<file path="config.mk">
export PLATFORM = sky130hd
export DESIGN_NAME = ethlpi_top
export DESIGN_NICKNAME = d
export VERILOG_FILES = /design/src/hdl/ethlpi_sync_unused_note.sv /design/src/hdl/ethlpi_pkg.sv /design/src/hdl/ethlpi_sync.sv /design/src/hdl/ethlpi_top.sv
export VERILOG_INCLUDE_DIRS = /design/src /design/src/hdl
export SDC_FILE = /design/constraint.sdc
export NUM_CORES = 1
export LEC_CHECK = 0
export BUFFER_PORTS_ARGS = -buffer_cell sky130_fd_sc_hd__buf_2
export CAP_MARGIN = 20
export CORE_UTILIZATION = 65
export CTS_CLUSTER_SIZE = 40
export DETAILED_ROUTE_END_ITERATION = 10
export PLACE_DENSITY = 0.91
export SLEW_MARGIN = 20
export SYNTH_ARGS = -nofsm -noshare
export SYNTH_HDL_FRONTEND = slang
export SYNTH_SLANG_ARGS = --single-unit
</file>
<file path="constraint.sdc">
create_clock -name i_clock -period 11 [get_ports i_clock]
set_input_delay 1.1 -clock i_clock [delete_from_list [all_inputs] [get_ports i_clock]]
set_output_delay 1.1 -clock i_clock [all_outputs]
set_load 0.01 [all_outputs]
</file>
<file path="src/hdl/ethlpi_regs.svh">
`ifndef ETHLPI_REGS_SVH
`define ETHLPI_REGS_SVH

`define ETHLPI_CLK_HZ            10_000_000
`define ETHLPI_LINK_UP_TIME_MS   1000
`define ETHLPI_WAKE_TIME_US      30
`define ETHLPI_LINK_UP_CYCLES    (`ETHLPI_LINK_UP_TIME_MS * (`ETHLPI_CLK_HZ / 1000))
`define ETHLPI_WAKE_CYCLES       ((`ETHLPI_WAKE_TIME_US * `ETHLPI_CLK_HZ) / 1_000_000)

`define ETHLPI_OFS_EEE_CTRL      12'h000
`define ETHLPI_OFS_EEE_STATUS    12'h004
`define ETHLPI_OFS_WAKE_TIME     12'h008
`define ETHLPI_OFS_CBS_CTRL      12'h010
`define ETHLPI_OFS_IDLE_SLOPE_A  12'h014
`define ETHLPI_OFS_IDLE_SLOPE_B  12'h018
`define ETHLPI_OFS_CREDIT_A      12'h01c
`define ETHLPI_OFS_CREDIT_B      12'h020
`define ETHLPI_OFS_PSF           12'h040

`define ETHLPI_CTRL_LPI_REQ      0
`define ETHLPI_CTRL_NEGOTIATED   1
`define ETHLPI_CTRL_CSUM_REQ     2
`define ETHLPI_STAT_TX_LPI       0
`define ETHLPI_STAT_TX_WAKE      1
`define ETHLPI_STAT_RX_LPI       2
`define ETHLPI_STAT_LINK_STABLE  3
`define ETHLPI_CBS_EN_A          0
`define ETHLPI_CBS_EN_B          1
`define ETHLPI_PSF_EN_BIT        31
`define ETHLPI_PSF_WM_MSB        11

`define ETHLPI_PSF_RESET         32'h0000_0fff
`define ETHLPI_WM_RESET          12'hfff
`define ETHLPI_IDLE_SLOPE_RESET  16'h0080
`define ETHLPI_LPI_TXD           4'h1
`define ETHLPI_IDLE_TXD          4'h0
`define ETHLPI_PORT_RATE         24'sh00_0100

`endif

</file>
<file path="src/hdl/ethlpi_sync_unused_note.sv">
`timescale 1ns/1ps
`default_nettype none
`default_nettype wire

</file>
<file path="src/hdl/ethlpi_pkg.sv">
package ethlpi_pkg;

    typedef enum logic [2:0] {
        ST_NORMAL = 3'b001,
        ST_LPI    = 3'b010,
        ST_WAKE   = 3'b100
    } ethlpi_tx_state_e;

    typedef struct packed {
        logic [3:0] txd;
        logic       tx_en;
        logic       tx_er;
    } ethlpi_mii_tx_s;

    typedef struct packed {
        logic       pending;
        logic       sending;
    } ethlpi_queue_s;

endpackage

</file>
<file path="src/hdl/ethlpi_sync.sv">
`timescale 1ns/1ps
`default_nettype none

module ethlpi_sync #(
    parameter int WIDTH = 1
) (
    input  wire logic             i_clock,   // system clock
    input  wire logic             i_sys_rst, // sync reset, high
    input  wire logic [WIDTH-1:0] i_async,   // foreign-domain levels
    output logic      [WIDTH-1:0] o_sync     // synchronised levels
);

    logic [WIDTH-1:0] meta;

    generate
        if (WIDTH < 1) begin : g_bad_width
            $error("ethlpi_sync needs WIDTH of at least one");
        end
    endgenerate

    // first stage is read only by the second stage
    always_ff @(posedge i_clock) begin
        if (i_sys_rst) begin
            meta   <= '0;
            o_sync <= '0;
        end else begin
            meta   <= i_async;
            o_sync <= meta;
        end
    end

endmodule // ethlpi_sync

`default_nettype wire

</file>
<file path="src/hdl/ethlpi_top.sv">
`timescale 1ns/1ps
`default_nettype none
`include "ethlpi_regs.svh"

module ethlpi_top #(
    parameter int LINK_UP_CYCLES = `ETHLPI_LINK_UP_CYCLES,
    parameter int WM_WIDTH       = 12
) (
    input  wire logic                  i_clock,        // 10 MHz system clock
    input  wire logic                  i_sys_rst,      // sync reset, high
    // register port
    input  wire logic [11:0]           i_addr,         // byte address
    input  wire logic [31:0]           i_wr_data,      // write data
    input  wire logic                  i_wr_stb,       // write strobe
    input  wire logic                  i_rd_stb,       // read strobe
    output logic      [31:0]           o_rd_data,      // read data, next cycle
    // core transmit side
    input  wire ethlpi_pkg::ethlpi_mii_tx_s i_core_tx, // core MII nibble
    input  wire logic                  i_tx_pending,   // a frame is queued
    input  wire logic                  i_tx_active,    // core is transmitting
    output logic                       o_tx_hold,      // core must not start
    // partial store and forward
    input  wire logic [WM_WIDTH-1:0]   i_buf_level,    // bytes buffered
    input  wire logic                  i_frame_whole,  // whole frame buffered
    output logic                       o_tx_start_ok,  // frame may start
    output logic                       o_csum_en,      // checksum offload on
    // shaped queues
    input  wire ethlpi_pkg::ethlpi_queue_s i_queue_a,  // top queue state
    input  wire ethlpi_pkg::ethlpi_queue_s i_queue_b,  // second queue state
    input  wire logic                  i_byte_tick,    // one line byte time
    output logic      [1:0]            o_queue_allow,  // queue may start
    // MII towards the phy
    input  wire logic                  i_mii_tx_clk,   // phy tx clock pin
    input  wire logic                  i_link_up,      // link status pin
    input  wire logic                  i_rx_sleep,     // phy saw sleep
    input  wire logic                  i_rx_refresh,   // phy saw refresh
    output ethlpi_pkg::ethlpi_mii_tx_s o_mii_tx,       // txd, tx_en, tx_er
    output logic                       o_rx_lpi        // partner in low power
);

    generate
        if (WM_WIDTH != 12) begin : g_bad_wm
            $error("ethlpi_top watermark field is twelve bits");
        end
        if (LINK_UP_CYCLES < 1 || LINK_UP_CYCLES > 16777215) begin : g_bad_lu
            $error("ethlpi_top LINK_UP_CYCLES out of counter range");
        end
    endgenerate

    localparam logic [23:0] LINK_UP_LAST = 24'(LINK_UP_CYCLES - 1);

    // synchronised pins
    logic [3:0] pins_s;
    logic       tx_clk_s;
    logic       link_up_s;
    logic       rx_sleep_s;
    logic       rx_refresh_s;
    logic       tx_clk_prev;
    logic       tx_fall;

    ethlpi_sync #(
        .WIDTH (4)
    ) u_sync (
        .i_clock   (i_clock),
        .i_sys_rst (i_sys_rst),
        .i_async   ({i_mii_tx_clk, i_link_up, i_rx_sleep, i_rx_refresh}),
        .o_sync    (pins_s)
    );

    assign tx_clk_s     = pins_s[3];
    assign link_up_s    = pins_s[2];
    assign rx_sleep_s   = pins_s[1];
    assign rx_refresh_s = pins_s[0];

    // phy samples on the rising edge, so we change on the falling one
    always_ff @(posedge i_clock) begin
        if (i_sys_rst) begin
            tx_clk_prev <= 1'b0;
        end else begin
            tx_clk_prev <= tx_clk_s;
        end
    end

    assign tx_fall = tx_clk_prev & ~tx_clk_s;

    // registers
    logic              lpi_req;
    logic              negotiated;
    logic              csum_req;
    logic [15:0]       wake_time;
    logic [1:0]        cbs_en;
    logic [15:0]       idle_slope_a;
    logic [15:0]       idle_slope_b;
    logic              partial_en;
    logic [WM_WIDTH-1:0] watermark;

    always_ff @(posedge i_clock) begin
        if (i_sys_rst) begin
            lpi_req      <= 1'b0;
            negotiated   <= 1'b0;
            csum_req     <= 1'b0;
            wake_time    <= 16'(`ETHLPI_WAKE_CYCLES);
            cbs_en       <= 2'h0;
            idle_slope_a <= `ETHLPI_IDLE_SLOPE_RESET;
            idle_slope_b <= `ETHLPI_IDLE_SLOPE_RESET;
            partial_en   <= 1'(`ETHLPI_PSF_RESET >> `ETHLPI_PSF_EN_BIT);
            watermark    <= `ETHLPI_WM_RESET;
        end else if (i_wr_stb) begin
            case (i_addr)
                `ETHLPI_OFS_EEE_CTRL: begin
                    lpi_req    <= i_wr_data[`ETHLPI_CTRL_LPI_REQ];
                    negotiated <= i_wr_data[`ETHLPI_CTRL_NEGOTIATED];
                    csum_req   <= i_wr_data[`ETHLPI_CTRL_CSUM_REQ];
                end
                `ETHLPI_OFS_WAKE_TIME: begin
                    wake_time <= i_wr_data[15:0];
                end
                `ETHLPI_OFS_CBS_CTRL: begin
                    cbs_en <= {i_wr_data[`ETHLPI_CBS_EN_B],
                               i_wr_data[`ETHLPI_CBS_EN_A]};
                end
                `ETHLPI_OFS_IDLE_SLOPE_A: begin
                    idle_slope_a <= i_wr_data[15:0];
                end
                `ETHLPI_OFS_IDLE_SLOPE_B: begin
                    idle_slope_b <= i_wr_data[15:0];
                end
                `ETHLPI_OFS_PSF: begin
                    partial_en <= i_wr_data[`ETHLPI_PSF_EN_BIT];
                    watermark  <= i_wr_data[`ETHLPI_PSF_WM_MSB:0];
                end
                default: begin
                end
            endcase
        end
    end

    // link stability timer
    logic [23:0] link_cnt;
    logic        link_stable;

    always_ff @(posedge i_clock) begin
        if (i_sys_rst) begin
            link_cnt    <= 24'h00_0000;
            link_stable <= 1'b0;
        end else if (!link_up_s) begin
            link_cnt    <= 24'h00_0000;
            link_stable <= 1'b0;
        end else if (link_cnt == LINK_UP_LAST) begin
            link_stable <= 1'b1;
        end else begin
            link_cnt <= link_cnt + 24'h00_0001;
        end
    end

    // transmit low power state machine
    ethlpi_pkg::ethlpi_tx_state_e tx_state;
    ethlpi_pkg::ethlpi_tx_state_e next_tx_state;
    logic [15:0] wake_cnt;
    logic        lpi_allowed;
    logic        tx_busy;

    assign tx_busy     = i_tx_pending | i_tx_active;
    assign lpi_allowed = lpi_req & negotiated & link_stable;

    always_comb begin
        next_tx_state = tx_state;
        case (tx_state)
            ethlpi_pkg::ST_NORMAL: begin
                // enter only between frames, on a nibble boundary
                if (lpi_allowed && !tx_busy && tx_fall) begin
                    next_tx_state = ethlpi_pkg::ST_LPI;
                end
            end
            ethlpi_pkg::ST_LPI: begin
                if (!lpi_allowed || i_tx_pending) begin
                    next_tx_state = ethlpi_pkg::ST_WAKE;
                end
            end
            ethlpi_pkg::ST_WAKE: begin
                if (wake_cnt >= wake_time) begin
                    next_tx_state = ethlpi_pkg::ST_NORMAL;
                end
            end
            default: begin
                next_tx_state = ethlpi_pkg::ST_NORMAL;
            end
        endcase
    end

    always_ff @(posedge i_clock) begin
        if (i_sys_rst) begin
            tx_state <= ethlpi_pkg::ST_NORMAL;
        end else begin
            tx_state <= next_tx_state;
        end
    end

    always_ff @(posedge i_clock) begin
        if (i_sys_rst) begin
            wake_cnt <= 16'h0000;
        end else if (tx_state != ethlpi_pkg::ST_WAKE) begin
            wake_cnt <= 16'h0000;
        end else if (wake_cnt != 16'hffff) begin
            wake_cnt <= wake_cnt + 16'h0001;
        end
    end

    // frames wait rather than drop while asleep or waking
    always_ff @(posedge i_clock) begin
        if (i_sys_rst) begin
            o_tx_hold <= 1'b0;
        end else begin
            o_tx_hold <= (next_tx_state != ethlpi_pkg::ST_NORMAL);
        end
    end

    // MII transmit drive
    always_ff @(posedge i_clock) begin
        if (i_sys_rst) begin
            o_mii_tx <= '0;
        end else if (tx_fall) begin
            case (tx_state)
                ethlpi_pkg::ST_LPI: begin
                    o_mii_tx.txd   <= `ETHLPI_LPI_TXD;
                    o_mii_tx.tx_en <= 1'b0;
                    o_mii_tx.tx_er <= lpi_allowed;
                end
                ethlpi_pkg::ST_WAKE: begin
                    o_mii_tx.txd   <= `ETHLPI_IDLE_TXD;
                    o_mii_tx.tx_en <= 1'b0;
                    o_mii_tx.tx_er <= 1'b0;
                end
                default: begin
                    o_mii_tx <= i_core_tx;
                end
            endcase
        end
    end

    // receive indication, separate from the transmit side
    logic rx_sleep_seen;

    always_ff @(posedge i_clock) begin
        if (i_sys_rst) begin
            rx_sleep_seen <= 1'b0;
            o_rx_lpi      <= 1'b0;
        end else if (!rx_sleep_s && !rx_refresh_s) begin
            rx_sleep_seen <= 1'b0;
            o_rx_lpi      <= 1'b0;
        end else begin
            if (rx_sleep_s) begin
                rx_sleep_seen <= 1'b1;
            end
            // refresh only follows a sleep from the phy
            if (rx_sleep_seen && rx_refresh_s) begin
                o_rx_lpi <= 1'b1;
            end
        end
    end

    // credit based shaping, credit in bytes with eight fraction bits
    function automatic logic signed [23:0] credit_step(
        input logic signed [23:0] cur,
        input logic [15:0]        idle,
        input ethlpi_pkg::ethlpi_queue_s q
    );
        logic signed [23:0] slope;
        slope = $signed({8'h00, idle});
        if (q.sending) begin
            credit_step = cur + slope - `ETHLPI_PORT_RATE;
        end else if (q.pending) begin
            credit_step = cur + slope;
        end else if (cur > 24'sh00_0000) begin
            // positive credit is not banked while idle
            credit_step = 24'sh00_0000;
        end else begin
            credit_step = cur + slope;
        end
        if (!q.sending && !q.pending && credit_step > 24'sh00_0000) begin
            credit_step = 24'sh00_0000;
        end
    endfunction

    logic signed [23:0] credit_a;
    logic signed [23:0] credit_b;

    always_ff @(posedge i_clock) begin
        if (i_sys_rst) begin
            credit_a <= 24'sh00_0000;
            credit_b <= 24'sh00_0000;
        end else begin
            if (!cbs_en[`ETHLPI_CBS_EN_A]) begin
                credit_a <= 24'sh00_0000;
            end else if (i_byte_tick) begin
                credit_a <= credit_step(credit_a, idle_slope_a,
                                        i_queue_a);
            end
            if (!cbs_en[`ETHLPI_CBS_EN_B]) begin
                credit_b <= 24'sh00_0000;
            end else if (i_byte_tick) begin
                credit_b <= credit_step(credit_b, idle_slope_b,
                                        i_queue_b);
            end
        end
    end

    always_ff @(posedge i_clock) begin
        if (i_sys_rst) begin
            o_queue_allow <= 2'h3;
        end else begin
            o_queue_allow[0] <= ~cbs_en[`ETHLPI_CBS_EN_A] | ~credit_a[23];
            o_queue_allow[1] <= ~cbs_en[`ETHLPI_CBS_EN_B] | ~credit_b[23];
        end
    end

    // store and forward start decision
    always_ff @(posedge i_clock) begin
        if (i_sys_rst) begin
            o_tx_start_ok <= 1'b0;
            o_csum_en     <= 1'b0;
        end else begin
            o_tx_start_ok <= (tx_state == ethlpi_pkg::ST_NORMAL) &
                             (i_frame_whole |
                              (partial_en & (i_buf_level >= watermark)));
            o_csum_en     <= csum_req & ~partial_en;
        end
    end

    // register read
    always_ff @(posedge i_clock) begin
        if (i_sys_rst) begin
            o_rd_data <= 32'h0000_0000;
        end else if (!i_rd_stb) begin
            o_rd_data <= 32'h0000_0000;
        end else begin
            o_rd_data <= 32'h0000_0000;
            case (i_addr)
                `ETHLPI_OFS_EEE_CTRL: begin
                    o_rd_data[`ETHLPI_CTRL_LPI_REQ]    <= lpi_req;
                    o_rd_data[`ETHLPI_CTRL_NEGOTIATED] <= negotiated;
                    o_rd_data[`ETHLPI_CTRL_CSUM_REQ]   <= csum_req;
                end
                `ETHLPI_OFS_EEE_STATUS: begin
                    o_rd_data[`ETHLPI_STAT_TX_LPI] <=
                        (tx_state == ethlpi_pkg::ST_LPI);
                    o_rd_data[`ETHLPI_STAT_TX_WAKE] <=
                        (tx_state == ethlpi_pkg::ST_WAKE);
                    o_rd_data[`ETHLPI_STAT_RX_LPI]      <= o_rx_lpi;
                    o_rd_data[`ETHLPI_STAT_LINK_STABLE] <= link_stable;
                end
                `ETHLPI_OFS_WAKE_TIME: begin
                    o_rd_data[15:0] <= wake_time;
                end
                `ETHLPI_OFS_CBS_CTRL: begin
                    o_rd_data[1:0] <= cbs_en;
                end
                `ETHLPI_OFS_IDLE_SLOPE_A: begin
                    o_rd_data[15:0] <= idle_slope_a;
                end
                `ETHLPI_OFS_IDLE_SLOPE_B: begin
                    o_rd_data[15:0] <= idle_slope_b;
                end
                `ETHLPI_OFS_CREDIT_A: begin
                    o_rd_data <= 32'($signed(credit_a));
                end
                `ETHLPI_OFS_CREDIT_B: begin
                    o_rd_data <= 32'($signed(credit_b));
                end
                `ETHLPI_OFS_PSF: begin
                    o_rd_data[`ETHLPI_PSF_EN_BIT]    <= partial_en;
                    o_rd_data[`ETHLPI_PSF_WM_MSB:0] <= watermark;
                end
                default: begin
                end
            endcase
        end
    end

endmodule // ethlpi_top

`default_nettype wire
</file>
==> results.json <==
{
  "vias": 12259,
  "postRouteAntennaNets": 0,
  "clkSlewWorstSetupHoldPaths_ns": 0.06,
  "routed_via_density": 6.67,
  "diodes": 0,
  "synth_top_family_by_area": "simple AND/OR/NAND/NOR gates",
  "die_h_um": 139,
  "cts_max_path_buffers": 3,
  "rr_worst_depth": 14,
  "crit_path_end_kind": "register",
  "grt_usage_pct": 35.7,
  "cts_sinks": 205,
  "final_common_cell": "nand2_1",
  "synth_compound_gate_area_share_pct": 23.4,
  "timing.final.crit_share_pct": 41.4,
  "fmax_mhz": 219,
  "maxCapViolCount": 0,
  "portBuffers": 106,
  "startpoint": "credit_a[0]",
  "tns_ns": 0,
  "syn_area_per_cell_sq_um": 7.87,
  "hpwl_um": 25600,
  "ys_seq_elements": 205,
  "p_per_area_nw_per_um2": 120,
  "tightest_slew_ns": 0.992,
  "cpMostUsedCell": "o21ai_1",
  "skew_ns": 0.0245,
  "synthesis.area_sq_um": 12200,
  "path_buf_inv": 1,
  "hold_depth": 1,
  "synth-simple-area-share_pct": 24.9,
  "path_class": "reg -> reg",
  "synth_top_area_cell": "dfxtp_1",
  "core_sq_um": 18100,
  "cp.arrival_ns": 4.95,
  "synth_nets": 1689,
  "grt_start_max_net_pins": 59,
  "postSynthCellCount": 1545,
  "worst_path_max_delay_cell": "a211oi_1",
  "synth_mux_area_share_pct": 1.72,
  "post_drt_wl_per_cell_um": 19.2,
  "grt_antenna_before_repair": 0,
  "postCtsSetupRepairBufs": 0,
  "ir_drop_mv": 0.113,
  "fin_nets": 1738,
  "clock_latency_ns": 0.53,
  "hold_viol": 0,
  "r2r-end": "credit_a[1]",
  "critical_path.top_delay_family": "compound AO/OA/AOI/OAI gates",
  "setup_violations": 0,
  "postCtsResizedCells": 0,
  "cp_cell_sequence": "ha_1 > inv_1 > fa_1 > nand2b_1 > a21o_1 > a211oi_1 > o31ai_1 > xnor2_1 > nor4_2 > o211ai_1 > o21ai_1 > a21oi_1 > a31oi_4 > o21ai_1",
  "slowest_delay_ns": 0.49,
  "netlist_top_cells_area": "dfxtp_1 (34%), nand2_1 (7.1%), ha_1 (6.6%)",
  "min-delay-start": "u_sync.meta[0]",
  "critPathLaunchType": "register",
  "grt_pass1_vias": 11256,
  "hold_class": "reg -> reg",
  "ioPinCount": 122,
  "synth_edf_count": 0,
  "yosysTopAreaCellShare_pct": 33.7,
  "slew_viol_final": 0,
  "drt-pass1-iter-count": 9,
  "dieArea_sq_um": 19300,
  "cts_root_buf": "clkbuf_16",
  "drive_above_1_share_pct": 11.2,
  "path_depth": 14,
  "status": "finished with violations",
  "final_cells": 1839,
  "die_w_um": 139,
  "holdBufCountCts": 0,
  "crit_path_end": "credit_a[1]",
  "synthAdderAreaFrac_pct": 6.91,
  "cts_made_buffers": 23,
  "slew_headroom_pct": 33.6,
  "routabilityCongestion": 0.958,
  "dp_cells": 1798,
  "drtIter0Drc": 1687,
  "post-route-util_pct": 74.1,
  "synth-xor-area-share_pct": 4.39,
  "synth_cell_type_count": 83,
  "reg2reg_setup_slack_ns": 6.44,
  "finalWirelength_um": 35300,
  "p_leak_nw": 5.60,
  "rr_startpoint": "credit_a[0]",
  "violations": "design-rule violations",
  "layout_common_cells": "nand2_1 (230), dfxtp_1 (205), nor2_1 (146), a21oi_1 (122), buf_2 (106)",
  "rows": 49,
  "cp_max_fo": 17,
  "required_ns": 11.39,
  "ys_seq_area_share_pct": 33.7,
  "nFillCells": 1303,
  "finalCriticalPeriod_ns": 4.56,
  "async_reset_ff_share_pct": 0,
  "grt_pass1_wl_um": 56600,
  "drt_drc_violations_left": 2,
  "synthFlopType": "dfxtp_1",
  "rsz0062_at_grt": "no",
  "cts_max_level": 1,
  "yosysWarnings": 0,
  "overflow": 0,
  "cts_tree": "yes",
  "area_growth_syn_to_layout_pct": 10.6,
  "start_util_pct": 67.0
}
==> routing by layer <==
metal  share of wire, %  wire length (um)  GRT usage [%]  up-vias
li1                   -                 -              -     5711
met1                 39             13700           47.0     5672
met2                 46             16200           58.3      733
met3                 11              3860           5.59      143
met4                4.2              1500           15.0        0
met5                  0                 0              0        -
==> registers in the layout (all words and copies together), names as in the netlist, 2 cells and up <==
signal / count
cbs_en: 2
credit_a: 24
credit_b: 24
idle_slope_a: 16
idle_slope_b: 16
link_cnt: 24
o_mii_tx: 6
o_queue_allow: 2
o_rd_data: 25
tx_state: 3
u_sync.meta: 4
u_sync.o_sync: 4
wake_cnt: 16
wake_time: 16
watermark: 12
==> how the worst min path moves through the flow <==
stage	endpoint	slack [ns]
finish	u_sync.o_sync[0]	0.44
global route	u_sync.o_sync[2]	0.46
CTS	u_sync.o_sync[0]	0.44
detailed placement	u_sync.o_sync[0]	0.43
global placement	u_sync.o_sync[1]	0.42
floorplan	o_queue_allow[1]	0.41
==> cells by family (layout without fill, tap and decap cells) <==
family          after synthesis  in the layout
simple gates                633            633
fa+ha+maj                    66             66
buf+inv                     143            208
compound gates              417            417
xor+xnor                     61             61
mux                          20             20
flops                       205            205
==> cell usage after synthesis (10+ instances only) <==
master,number
ha_1,64
dfxtp_1,205
inv_1,53
a211oi_1,16
o211ai_1,11
xnor2_1,25
o21ai_0,25
nor2b_1,20
o21ai_1,23
a21o_1,32
a22oi_1,51
nand3b_1,23
mux2i_1,13
nor2_1,146
xor2_1,36
a21oi_1,122
o31ai_1,10
a31oi_1,19
nand3_1,49
nor3_1,25
nand2b_1,13
clkbuf_1,70
nand2_1,230
and3_1,20
o21a_1,13
or3_1,17
nor4_1,19
nand4_1,25
and2_1,13
==> through the flow <==
step / hold WS, ns / instance area [sq um] / total power, mW / setup WS [ns]
after floorplan: 0.406 / 12200 / 0.794 / 7.29
after global placement: 0.416 / 12700 / 0.817 / 6.76
after detailed placement: 0.429 / 12700 / 0.818 / 6.64
after CTS: 0.442 / 13400 / 1.61 / 6.61
after global routing: 0.458 / 13400 / 1.65 / 6.27
final: 0.439 / 13400 / 1.61 / 6.44
==> where the power goes <==
group | switching, mW | total (mW) | internal [mW]
clock | 0.327 | 0.808 | 0.481
combinational | 0.0374 | 0.0586 | 0.0212
sequential | 0.00103 | 0.746 | 0.745
==> area by class of cell <==
class                      count  area (sq um)  area share (%)
clock buffer                  30           632            4.70
clock inverter                11           156            1.16
inverter                      53           199            1.48
multi-input combinational   1197          7480            55.6
sequential                   205          4100            30.5
tap                          229           287            2.13
timing repair buffer         114           591            4.39
(Power assumes the default switching activity.)
